`src/lss_cfg.svh`:
```
// timing and geometry constants for the linear sensor scan link
// assumes mclk at 250 MHz on both ends; included by bare name
`ifndef LSS_CFG_SVH
`define LSS_CFG_SVH

// =====================================================================
// clock rates
`define LSS_MCLK_KHZ 250000
`define LSS_PIX_FMAX_KHZ 10000
// least half period of the pixel clock in mclk cycles, rounded up
`define LSS_PIX_HALF ((`LSS_MCLK_KHZ + 2 * `LSS_PIX_FMAX_KHZ - 1) / (2 * `LSS_PIX_FMAX_KHZ))

// =====================================================================
// scan timing in pixel-clock periods
`define LSS_HI_MIN 6
`define LSS_LO_MIN 100
`define LSS_PERIOD_MIN 4188
`define LSS_INTEG_EXTRA 48
`define LSS_FIRST_PIX_STROBE 89
// pixel clock duty limits in percent
`define LSS_DUTY_MIN 45
`define LSS_DUTY_MAX 55

// =====================================================================
// geometry and widths
`define LSS_NUM_PIX 4096
`define LSS_VIDEO_W 12
`define LSS_CNT_W 16

`endif

```
`src/lss_pkg.sv`:
```
// state types shared by both ends of the linear sensor scan link
// assumes nothing beyond a SystemVerilog compiler
package lss_pkg;

  typedef enum logic {LSS_SNS_IDLE, LSS_SNS_SHIFT} lss_sns_state_t;

  typedef enum logic [1:0] {LSS_CTL_IDLE, LSS_CTL_HIGH, LSS_CTL_LOW} lss_ctl_state_t;

endpackage : lss_pkg

```
`src/lss_if.sv`:
```
// wires between the scan controller and the sensor timing end
// assumes both ends run on their own mclk; no clock travels here but pix_clk
`timescale 1ns/1ps
`include "lss_cfg.svh"

interface lss_if #(
  parameter int VW = `LSS_VIDEO_W
);
  logic pix_clk; // pixel clock from controller
  logic scan_launch_pulse; // scan launch from controller
  logic sample_strobe; // capture strobe from sensor
  logic [VW-1:0] video; // pixel value from sensor
  logic scan_done_flag; // end of scan from sensor

  modport sensor (
    input pix_clk,
    input scan_launch_pulse,
    output sample_strobe,
    output video,
    output scan_done_flag
  );

  modport ctrl (
    output pix_clk,
    output scan_launch_pulse,
    input sample_strobe,
    input video,
    input scan_done_flag
  );
endinterface : lss_if

```
`src/lss_ctrl.sv`:
```
// controller end: makes pixel clock and scan launch, captures pixel values
// assumes the sensor end answers on the link; link inputs are asynchronous
`timescale 1ns/1ps
`include "lss_cfg.svh"

// What this block does
// - launch high at least six pixel clocks
// - launch low at least hundred pixel clocks
// - sensor shifts on first rise after fall
// - integration equals high phase plus 48
// - exposure set by launch high length
// - first pixel at strobe number 89
// - capture pixel on rising strobe edge
// - discard whole first scan after power-up
// - link outputs always at defined levels
// - pixel clock duty between 45 and 55
// - one pixel per clock, 10 MHz max
// - full readout needs 4188 clock scan period
// - keep period and high phase short
module lss_ctrl #(
  parameter int NUM_PIX = `LSS_NUM_PIX,
  parameter int VW = `LSS_VIDEO_W,
  parameter int PIX_HALF = `LSS_PIX_HALF
) (
  input wire logic mclk, // system clock
  input wire logic rst_n, // async reset, active low
  lss_if.ctrl lnk, // link to sensor
  input wire logic run, // keep scanning while high
  input wire logic [`LSS_CNT_W-1:0] hi_len, // launch high, pixel clocks
  input wire logic [`LSS_CNT_W-1:0] period_len, // scan period, pixel clocks
  output logic [`LSS_CNT_W-1:0] integ_cycles, // exposure of current scan
  output logic pix_valid, // one-cycle pulse per valid pixel
  output logic [VW-1:0] pix_data, // captured pixel value
  output logic [`LSS_CNT_W-1:0] pix_index, // index of captured pixel
  output logic scan_end, // one-cycle pulse at end of scan
  output logic data_ok // first scan is over
);
  localparam int CW = `LSS_CNT_W;
  localparam logic [CW-1:0] HALF = CW'(PIX_HALF);
  localparam logic [CW-1:0] HI_MIN = CW'(`LSS_HI_MIN);
  localparam logic [CW-1:0] LO_MIN = CW'(`LSS_LO_MIN);
  localparam logic [CW-1:0] PER_MIN = CW'(`LSS_PERIOD_MIN);
  localparam logic [CW-1:0] EXTRA = CW'(`LSS_INTEG_EXTRA);
  localparam logic [CW-1:0] FIRST_STB = CW'(`LSS_FIRST_PIX_STROBE);
  localparam logic [CW-1:0] NPIX = CW'(NUM_PIX);

  function automatic logic [CW-1:0] at_least(input logic [CW-1:0] v, input logic [CW-1:0] lo);
    at_least = (v < lo) ? lo : v;
  endfunction : at_least

  // =====================================================================
  // pixel clock divider, equal halves
  logic [CW-1:0] div_ff, nxt_div;
  logic pclk_ff, nxt_pclk, pclk_fall;

  always_comb begin
    nxt_div = div_ff + CW'(1);
    nxt_pclk = pclk_ff;
    if (div_ff == HALF - CW'(1)) begin
      nxt_div = '0;
      nxt_pclk = ~pclk_ff;
    end
  end
  assign pclk_fall = (div_ff == HALF - CW'(1)) && pclk_ff;

  always_ff @(posedge mclk or negedge rst_n) begin
    if (!rst_n) begin
      div_ff <= '0;
      pclk_ff <= 1'b0;
    end else begin
      div_ff <= nxt_div;
      pclk_ff <= nxt_pclk;
    end
  end

  // =====================================================================
  // scan launch scheduler, steps on pixel clock falls
  lss_pkg::lss_ctl_state_t fsm_ff, nxt_fsm;
  logic [CW-1:0] cnt_ff, nxt_cnt, hi_ff, nxt_hi, per_ff, nxt_per, integ_ff, nxt_integ;
  logic launch_ff, nxt_launch;
  logic [CW-1:0] hi_req, per_req;

  always_comb begin
    nxt_fsm = fsm_ff;
    nxt_cnt = cnt_ff;
    nxt_hi = hi_ff;
    nxt_per = per_ff;
    nxt_integ = integ_ff;
    nxt_launch = launch_ff;
    hi_req = at_least(hi_len, HI_MIN);
    // requested period, raised to the shortest that still reads every pixel and keeps the low phase
    per_req = at_least(at_least(period_len, hi_req + LO_MIN), PER_MIN);
    if (pclk_fall) begin
      case (fsm_ff)
        lss_pkg::LSS_CTL_IDLE: begin
          if (run) begin
            nxt_fsm = lss_pkg::LSS_CTL_HIGH;
            nxt_cnt = CW'(1);
            nxt_hi = hi_req;
            nxt_per = per_req;
            nxt_integ = hi_req + EXTRA;
            nxt_launch = 1'b1;
          end
        end
        lss_pkg::LSS_CTL_HIGH: begin
          nxt_cnt = cnt_ff + CW'(1);
          if (cnt_ff == hi_ff) begin
            nxt_fsm = lss_pkg::LSS_CTL_LOW;
            nxt_launch = 1'b0;
          end
        end
        lss_pkg::LSS_CTL_LOW: begin
          nxt_cnt = cnt_ff + CW'(1);
          if (cnt_ff == per_ff) begin
            nxt_cnt = CW'(1);
            if (run) begin
              nxt_fsm = lss_pkg::LSS_CTL_HIGH;
              nxt_hi = hi_req;
              nxt_per = per_req;
              nxt_integ = hi_req + EXTRA;
              nxt_launch = 1'b1;
            end else begin
              nxt_fsm = lss_pkg::LSS_CTL_IDLE;
            end
          end
        end
        default: begin
          nxt_fsm = lss_pkg::LSS_CTL_IDLE;
          nxt_launch = 1'b0;
        end
      endcase
    end
  end

  always_ff @(posedge mclk or negedge rst_n) begin
    if (!rst_n) begin
      fsm_ff <= lss_pkg::LSS_CTL_IDLE;
      cnt_ff <= '0;
      hi_ff <= HI_MIN;
      per_ff <= PER_MIN;
      integ_ff <= '0;
      launch_ff <= 1'b0;
    end else begin
      fsm_ff <= nxt_fsm;
      cnt_ff <= nxt_cnt;
      hi_ff <= nxt_hi;
      per_ff <= nxt_per;
      integ_ff <= nxt_integ;
      launch_ff <= nxt_launch;
    end
  end

  // =====================================================================
  // link input synchronisers
  logic stb_s1_ff, stb_s2_ff, stb_d_ff, done_s1_ff, done_s2_ff, done_d_ff;
  logic [VW-1:0] vid_s1_ff, vid_s2_ff;
  always_ff @(posedge mclk or negedge rst_n) begin
    if (!rst_n) begin
      stb_s1_ff <= 1'b0;
      stb_s2_ff <= 1'b0;
      stb_d_ff <= 1'b0;
      done_s1_ff <= 1'b0;
      done_s2_ff <= 1'b0;
      done_d_ff <= 1'b0;
      vid_s1_ff <= '0;
      vid_s2_ff <= '0;
    end else begin
      stb_s1_ff <= lnk.sample_strobe;
      stb_s2_ff <= stb_s1_ff;
      stb_d_ff <= stb_s2_ff;
      done_s1_ff <= lnk.scan_done_flag;
      done_s2_ff <= done_s1_ff;
      done_d_ff <= done_s2_ff;
      vid_s1_ff <= lnk.video;
      vid_s2_ff <= vid_s1_ff;
    end
  end

  // =====================================================================
  // pixel capture
  logic [CW-1:0] stb_cnt_ff, nxt_stb_cnt, idx_ff, nxt_idx, stb_next;
  logic valid_ff, nxt_valid, end_ff, nxt_end, ok_ff, nxt_ok;
  logic [VW-1:0] data_ff, nxt_data;
  logic launch_drop;

  // video is stable half a pixel clock before the strobe rises, so the
  // synchronised copy is safe to take at the synchronised strobe edge
  assign launch_drop = (nxt_fsm == lss_pkg::LSS_CTL_LOW) && (fsm_ff == lss_pkg::LSS_CTL_HIGH);
  assign stb_next = stb_cnt_ff + CW'(1);

  always_comb begin
    nxt_stb_cnt = stb_cnt_ff;
    nxt_idx = idx_ff;
    nxt_valid = 1'b0;
    nxt_end = 1'b0;
    nxt_ok = ok_ff;
    nxt_data = data_ff;
    if (launch_drop) begin
      nxt_stb_cnt = '0;
    end else if (stb_s2_ff && !stb_d_ff) begin
      nxt_stb_cnt = stb_next;
      if (stb_next >= FIRST_STB && stb_next - FIRST_STB < NPIX) begin
        nxt_idx = stb_next - FIRST_STB;
        nxt_data = vid_s2_ff;
        nxt_valid = ok_ff;
      end
    end
    if (done_s2_ff && !done_d_ff) begin
      nxt_end = 1'b1;
      nxt_ok = 1'b1;
    end
  end

  always_ff @(posedge mclk or negedge rst_n) begin
    if (!rst_n) begin
      stb_cnt_ff <= '0;
      idx_ff <= '0;
      valid_ff <= 1'b0;
      end_ff <= 1'b0;
      ok_ff <= 1'b0;
      data_ff <= '0;
    end else begin
      stb_cnt_ff <= nxt_stb_cnt;
      idx_ff <= nxt_idx;
      valid_ff <= nxt_valid;
      end_ff <= nxt_end;
      ok_ff <= nxt_ok;
      data_ff <= nxt_data;
    end
  end

  assign lnk.pix_clk = pclk_ff;
  assign lnk.scan_launch_pulse = launch_ff;
  assign integ_cycles = integ_ff;
  assign pix_valid = valid_ff;
  assign pix_data = data_ff;
  assign pix_index = idx_ff;
  assign scan_end = end_ff;
  assign data_ok = ok_ff;
endmodule : lss_ctrl

```
`src/flat_wrapper.sv`:
```
// flat-port wrapper written by rule: the top's interface ports become plain ports
module lss_ctrl_flat 
#(
  parameter int NUM_PIX = `LSS_NUM_PIX,
  parameter int VW = `LSS_VIDEO_W,
  parameter int PIX_HALF = `LSS_PIX_HALF
)
  (mclk, rst_n, run, hi_len, period_len, integ_cycles, pix_valid, pix_data, pix_index, scan_end, data_ok, lnk_pix_clk, lnk_scan_launch_pulse, lnk_sample_strobe, lnk_video, lnk_scan_done_flag);
  lss_if #(.VW(VW)) lnk_i ();
  input wire logic mclk;
  input wire logic rst_n;
  input wire logic run;
  input wire logic [`LSS_CNT_W-1:0] hi_len;
  input wire logic [`LSS_CNT_W-1:0] period_len;
  output logic [`LSS_CNT_W-1:0] integ_cycles;
  output logic pix_valid;
  output logic [VW-1:0] pix_data;
  output logic [`LSS_CNT_W-1:0] pix_index;
  output logic scan_end;
  output logic data_ok;
  output wire logic [$bits(lnk_i.pix_clk)-1:0] lnk_pix_clk;
  output wire logic [$bits(lnk_i.scan_launch_pulse)-1:0] lnk_scan_launch_pulse;
  input wire logic [$bits(lnk_i.sample_strobe)-1:0] lnk_sample_strobe;
  input wire logic [$bits(lnk_i.video)-1:0] lnk_video;
  input wire logic [$bits(lnk_i.scan_done_flag)-1:0] lnk_scan_done_flag;
  assign lnk_pix_clk = lnk_i.pix_clk;
  assign lnk_scan_launch_pulse = lnk_i.scan_launch_pulse;
  assign lnk_i.sample_strobe = lnk_sample_strobe;
  assign lnk_i.video = lnk_video;
  assign lnk_i.scan_done_flag = lnk_scan_done_flag;
  lss_ctrl #(.NUM_PIX(NUM_PIX), .VW(VW), .PIX_HALF(PIX_HALF)) u_core (.mclk(mclk), .rst_n(rst_n), .lnk(lnk_i), .run(run), .hi_len(hi_len), .period_len(period_len), .integ_cycles(integ_cycles), .pix_valid(pix_valid), .pix_data(pix_data), .pix_index(pix_index), .scan_end(scan_end), .data_ok(data_ok));
endmodule
```
`config.mk`:
```
export PLATFORM = sky130hd
export DESIGN_NAME = lss_ctrl_flat
export DESIGN_NICKNAME = d
export VERILOG_FILES = /design/src/lss_pkg.sv /design/src/lss_if.sv /design/src/lss_ctrl.sv /design/src/flat_wrapper.sv
export VERILOG_INCLUDE_DIRS = /design/src /design/src/src
export SDC_FILE = /design/constraint.sdc
export NUM_CORES = 1
export LEC_CHECK = 0
export ABC_CLOCK_PERIOD_IN_PS = 5670
export BUFFER_PORTS_ARGS = -buffer_cell sky130_fd_sc_hd__buf_2
export CAP_MARGIN = 10
export CORE_AREA = 5 5 126 139
export CTS_BUF_LIST = sky130_fd_sc_hd__clkbuf_2 sky130_fd_sc_hd__clkbuf_4 sky130_fd_sc_hd__clkbuf_8
export DETAILED_ROUTE_END_ITERATION = 6
export DIE_AREA = 0 0 131 144
export PLACE_DENSITY = 0.78
export SETUP_SLACK_MARGIN = 0.2
export SKIP_LAST_GASP = 1
export SLEW_MARGIN = 20
export SYNTH_ARGS = -nofsm -noshare
export SYNTH_HDL_FRONTEND = slang
export SYNTH_SLANG_ARGS = --single-unit
```
`constraint.sdc`:
```
create_clock -name mclk -period 5.67 [get_ports mclk]
set_input_delay 0.2835 -clock mclk [delete_from_list [all_inputs] [get_ports mclk]]
set_output_delay 0.2835 -clock mclk [all_outputs]
set_load 0.03 [all_outputs]
```
==> impl_metrics.py <==
metrics = {
    "outcome": {
        "status": "finished clean",
    },
    "drt": {
        "dr.pass1.iters": 6,
        "wl_per_cell_um": 16.1,
        "via_per_inst": 5.56,
        "vias": 6309,
        "drtIter0Drc": 353,
        "drc": 0,
        "drt-total-wl_um": 18300,
        "ant_nets": 0,
    },
    "clock_tree": {
        "post_cts_buffers": 0,
        "cts_resized": 0,
        "numCtsBuffers": 17,
        "root_buffer": "clkbuf_8",
        "htree_levels": 4,
        "clkSinkCount": 159,
        "clockBufferDepth": 2,
        "clk_latency_ns": 0.45,
        "clkSlewWorstSetupHoldPaths_ns": 0.10,
        "cts_hold_buf": 15,
        "cts_tree": "built",
    },
    "finish": {
        "antenna_cells": 0,
        "seqCellArea_um2": 3990,
        "fill_cells": 1352,
        "area_delta_synth_final_pct": 12.9,
        "multiInputGateArea_um2": 4250,
        "layout.nets": 993,
        "drive_above_1_share": 0.224,
    },
    "yosys": {
        "ys_async_sr_fraction": 1.00,
        "yosysSeqAreaShare": 0.465,
        "synth_area_per_cell_um2": 10.4,
        "ys_warn_count": 0,
        "synth_top_area_share": 0.444,
        "synth_area_um2": 8570,
        "ys_top_cells_by_area": "dfrtp_1 44%, xnor2_1 5.8%, mux2_2 5.8%, xor2_1 5.3%, ha_1 3.9%",
        "yosysUniqueCellTypes": 70,
        "netlist_instances": 826,
        "mappedNetlistNets": 902,
        "synth_edf_count": 0,
        "ys_ff_latch": 159,
        "synthFlopType": "dfrtp_1",
        "synth_top_area_cell": "dfrtp_1",
    },
    "power": {
        "p_sw_mw": 0.724,
        "irDropWorstVdd_v": 0.000146,
        "comb_power_share": 0.141,
        "p_seq_frac": 0.516,
        "p_int_mw": 1.67,
        "power.density_nw_per_um2": 247,
        "leakage_nw": 4.81,
        "swShare": 0.303,
        "p_clk_frac": 0.343,
    },
    "floorplan": {
        "fp.dieArea_um2": 18900,
        "core_um2": 16100,
        "die_height_um": 144,
        "start_util": 0.533,
        "fp-row-count": 49,
        "die_w_um": 131,
        "pin_count": 98,
    },
    "critical_path": {
        "arrival_ns": 5.04,
        "r2r_slack_ns": 0.96,
        "worstSetupPathType": "reg2reg",
        "worst-path-max-fanout": 19,
        "crit_required_ns": 6.00,
        "worstRegToRegCells": 10,
        "worstReg2RegEnd": "u_core.pix_index[10]$_DFFE_PN0P_",
        "reg2reg_from": "u_core.stb_cnt_ff[0]$_DFFE_PN0P_",
        "endpoint": "u_core.pix_index[10]$_DFFE_PN0P_",
        "endpoint_kind": "flip-flop",
        "startpoint_type": "flip-flop",
        "critical_path.startpoint": "u_core.stb_cnt_ff[0]$_DFFE_PN0P_",
    },
    "flow_run": {
        "maxCapViolCount": 0,
    },
    "hold_path": {
        "min_path_type": "in2reg",
        "whs_path_depth": 2,
    },
    "place": {
        "gp_congestion": 0.899,
        "io_buffer_count": 97,
        "dp_hpwl_um": 13200,
    },
    "grt": {
        "grt_overflow": 0,
        "grt_pass1_vias": 6336,
        "grt_start_max_net_pins": 95,
        "track_usage": 0.201,
        "grt_pass1_wl_um": 30700,
        "antenna_found_initial": 0,
    },
    "sta": {
        "finalSetupViolations": 0,
        "fmax_mhz": 212,
        "period_share": 0.830,
        "slew_headroom": 0.423,
        "period_needed_ns": 4.71,
        "holdWs_ns": 0.145,
        "hold_viol_final": 0,
        "slew_violations": 0,
        "fin_skew_ns": 0.0111,
        "setup_tns_ns": 0,
        "worst_slew_pin_slew_ns": 0.857,
        "rsz0062_at_grt": "false",
    },
}
worst min path at each step:
| stage | slack, ns | endpoint | startpoint |
|---|---|---|---|
| floorplan | -0.01 | u_core.cnt_ff[0]$_DFFE_PN0P_ | rst_n |
| global placement | 0.33 | u_core.vid_s2_ff[5]$_DFF_PN0_ | u_core.vid_s1_ff[5]$_DFF_PN0_ |
| detailed placement | 0.33 | u_core.vid_s2_ff[0]$_DFF_PN0_ | u_core.vid_s1_ff[0]$_DFF_PN0_ |
| CTS | 0.12 | u_core.hi_ff[11]$_DFFE_PN0P_ | hi_len[11] |
| global route | 0.14 | u_core.hi_ff[3]$_DFFE_PN0P_ | hi_len[3] |
| finish | 0.14 | u_core.hi_ff[3]$_DFFE_PN0P_ | hi_len[3] |
Yosys cell counts, types with 5 or more instances:
master and number:
clkbuf_1 30, mux2i_1 21, nor2_1 71, a21oi_1 27, and3_1 19, xnor2_1 57, nor2b_1 7, o21ai_0 28
buf_4 6, a21o_1 8, xor2_1 52, nand3_1 27, a31oi_1 6, nand4_1 16, inv_1 33, dfrtp_1 152
a211o_1 6, nand2b_1 6, nor3_1 12, and4_1 5, nand2_1 60, buf_2 5, mux2_2 44, ha_1 27
dfstp_2 7, nor4_1 12, or3_1 8, and2_1 8
layout make-up:
class,count,area share
Clock buffer,17,0.0242
Clock inverter,15,0.0153
Inverter,33,0.0128
Multi-Input combinational cell,589,0.439
Sequential cell,159,0.412
Tap cell,204,0.0264
Timing Repair Buffer,117,0.0702
logic make-up after synthesis:
group / after synthesis / synth area share
flip-flops: 159 / 0.465
adder cells (fa/ha/maj): 27 / 0.0394
AO/OA/AOI/OAI: 106 / 0.0829
AND/OR/NAND/NOR: 278 / 0.171
buffers and inverters: 78 / 0.0410
multiplexers: 69 / 0.0894
XOR/XNOR: 109 / 0.111
state kept, by name, indices dropped and copies added (netlist names), 14 cells and up:
name and flops:
u_core.cnt_ff 16, u_core.div_ff 16, u_core.hi_ff 16, u_core.integ_cycles 14, u_core.per_ff 16, u_core.pix_index 16, u_core.stb_cnt_ff 16
worst max-delay path, stage by stage, from the launching register on:
cell      delay, ns
dfrtp_1        0.60
ha_1           0.48
nand2_1        0.32
nor4_2         0.51
mux2_2         0.40
o31a_1         0.25
or4_1          0.42
a221oi_2       0.26
nand4b_1       0.58
buf_4          0.46
mux2_4         0.32
per-stage QoR:
stage | cell area (um^2) | std cells | setup WS [ns] | util | total power, mW
floorplan | 8570 | 826 | 1.64 | - | 1.49
global placement | 9130 | 1087 | 0.982 | 0.569 | 1.57
detailed placement | 9130 | 1087 | 0.852 | 0.569 | 1.58
CTS | 9660 | 1134 | 0.982 | 0.602 | 2.41
global route | 9680 | 1134 | 0.685 | 0.602 | 2.50
finish | 9680 | 1134 | 0.963 | 0.602 | 2.39
power by group through the flow:
| stage | logic [mW] | registers, mW | clock network (mW) |
|---|---|---|---|
| 2_1_floorplan | 0.282 | 1.21 | 0 |
| 3_3_place_gp | 0.320 | 1.25 | 0 |
| 3_5_place_dp | 0.324 | 1.25 | 0 |
| 4_1_cts | 0.335 | 1.23 | 0.841 |
| 5_1_grt | 0.377 | 1.24 | 0.885 |
| 6_report | 0.338 | 1.23 | 0.819 |
layout by cell type, fill, tap and decap left out, types with 5 or more instances in the layout:
cell and count:
nand2_1 60, dfrtp_1 152, dfstp_2 7, nor3_1 12
o21ai_0 28, inv_1 33, a211o_1 6, a31oi_1 6
nor2b_1 7, and3_1 19, clkbuf_8 17, buf_2 96
nand3_1 27, nand4_1 16, mux2i_1 21, nor2_1 71
xnor2_1 57, dlygate4sd3_1 15, inv_6 8, and4_1 5
nand2b_1 6, nor4_1 12, and2_1 8, ha_1 27
a21oi_1 27, xor2_1 52, a21o_1 8, mux2_2 44
buf_4 5, or3_1 8
layer usage:
layer  GRT usage  vias up  routed length [um]
met3      0.0410       28                 950
li1            -     3048                   -
met5           0        -                   0
met1       0.262     3041                7980
met2       0.341      192                9080
met4      0.0579        0                 301
Note: power is estimated with default switching activity, not from simulation.
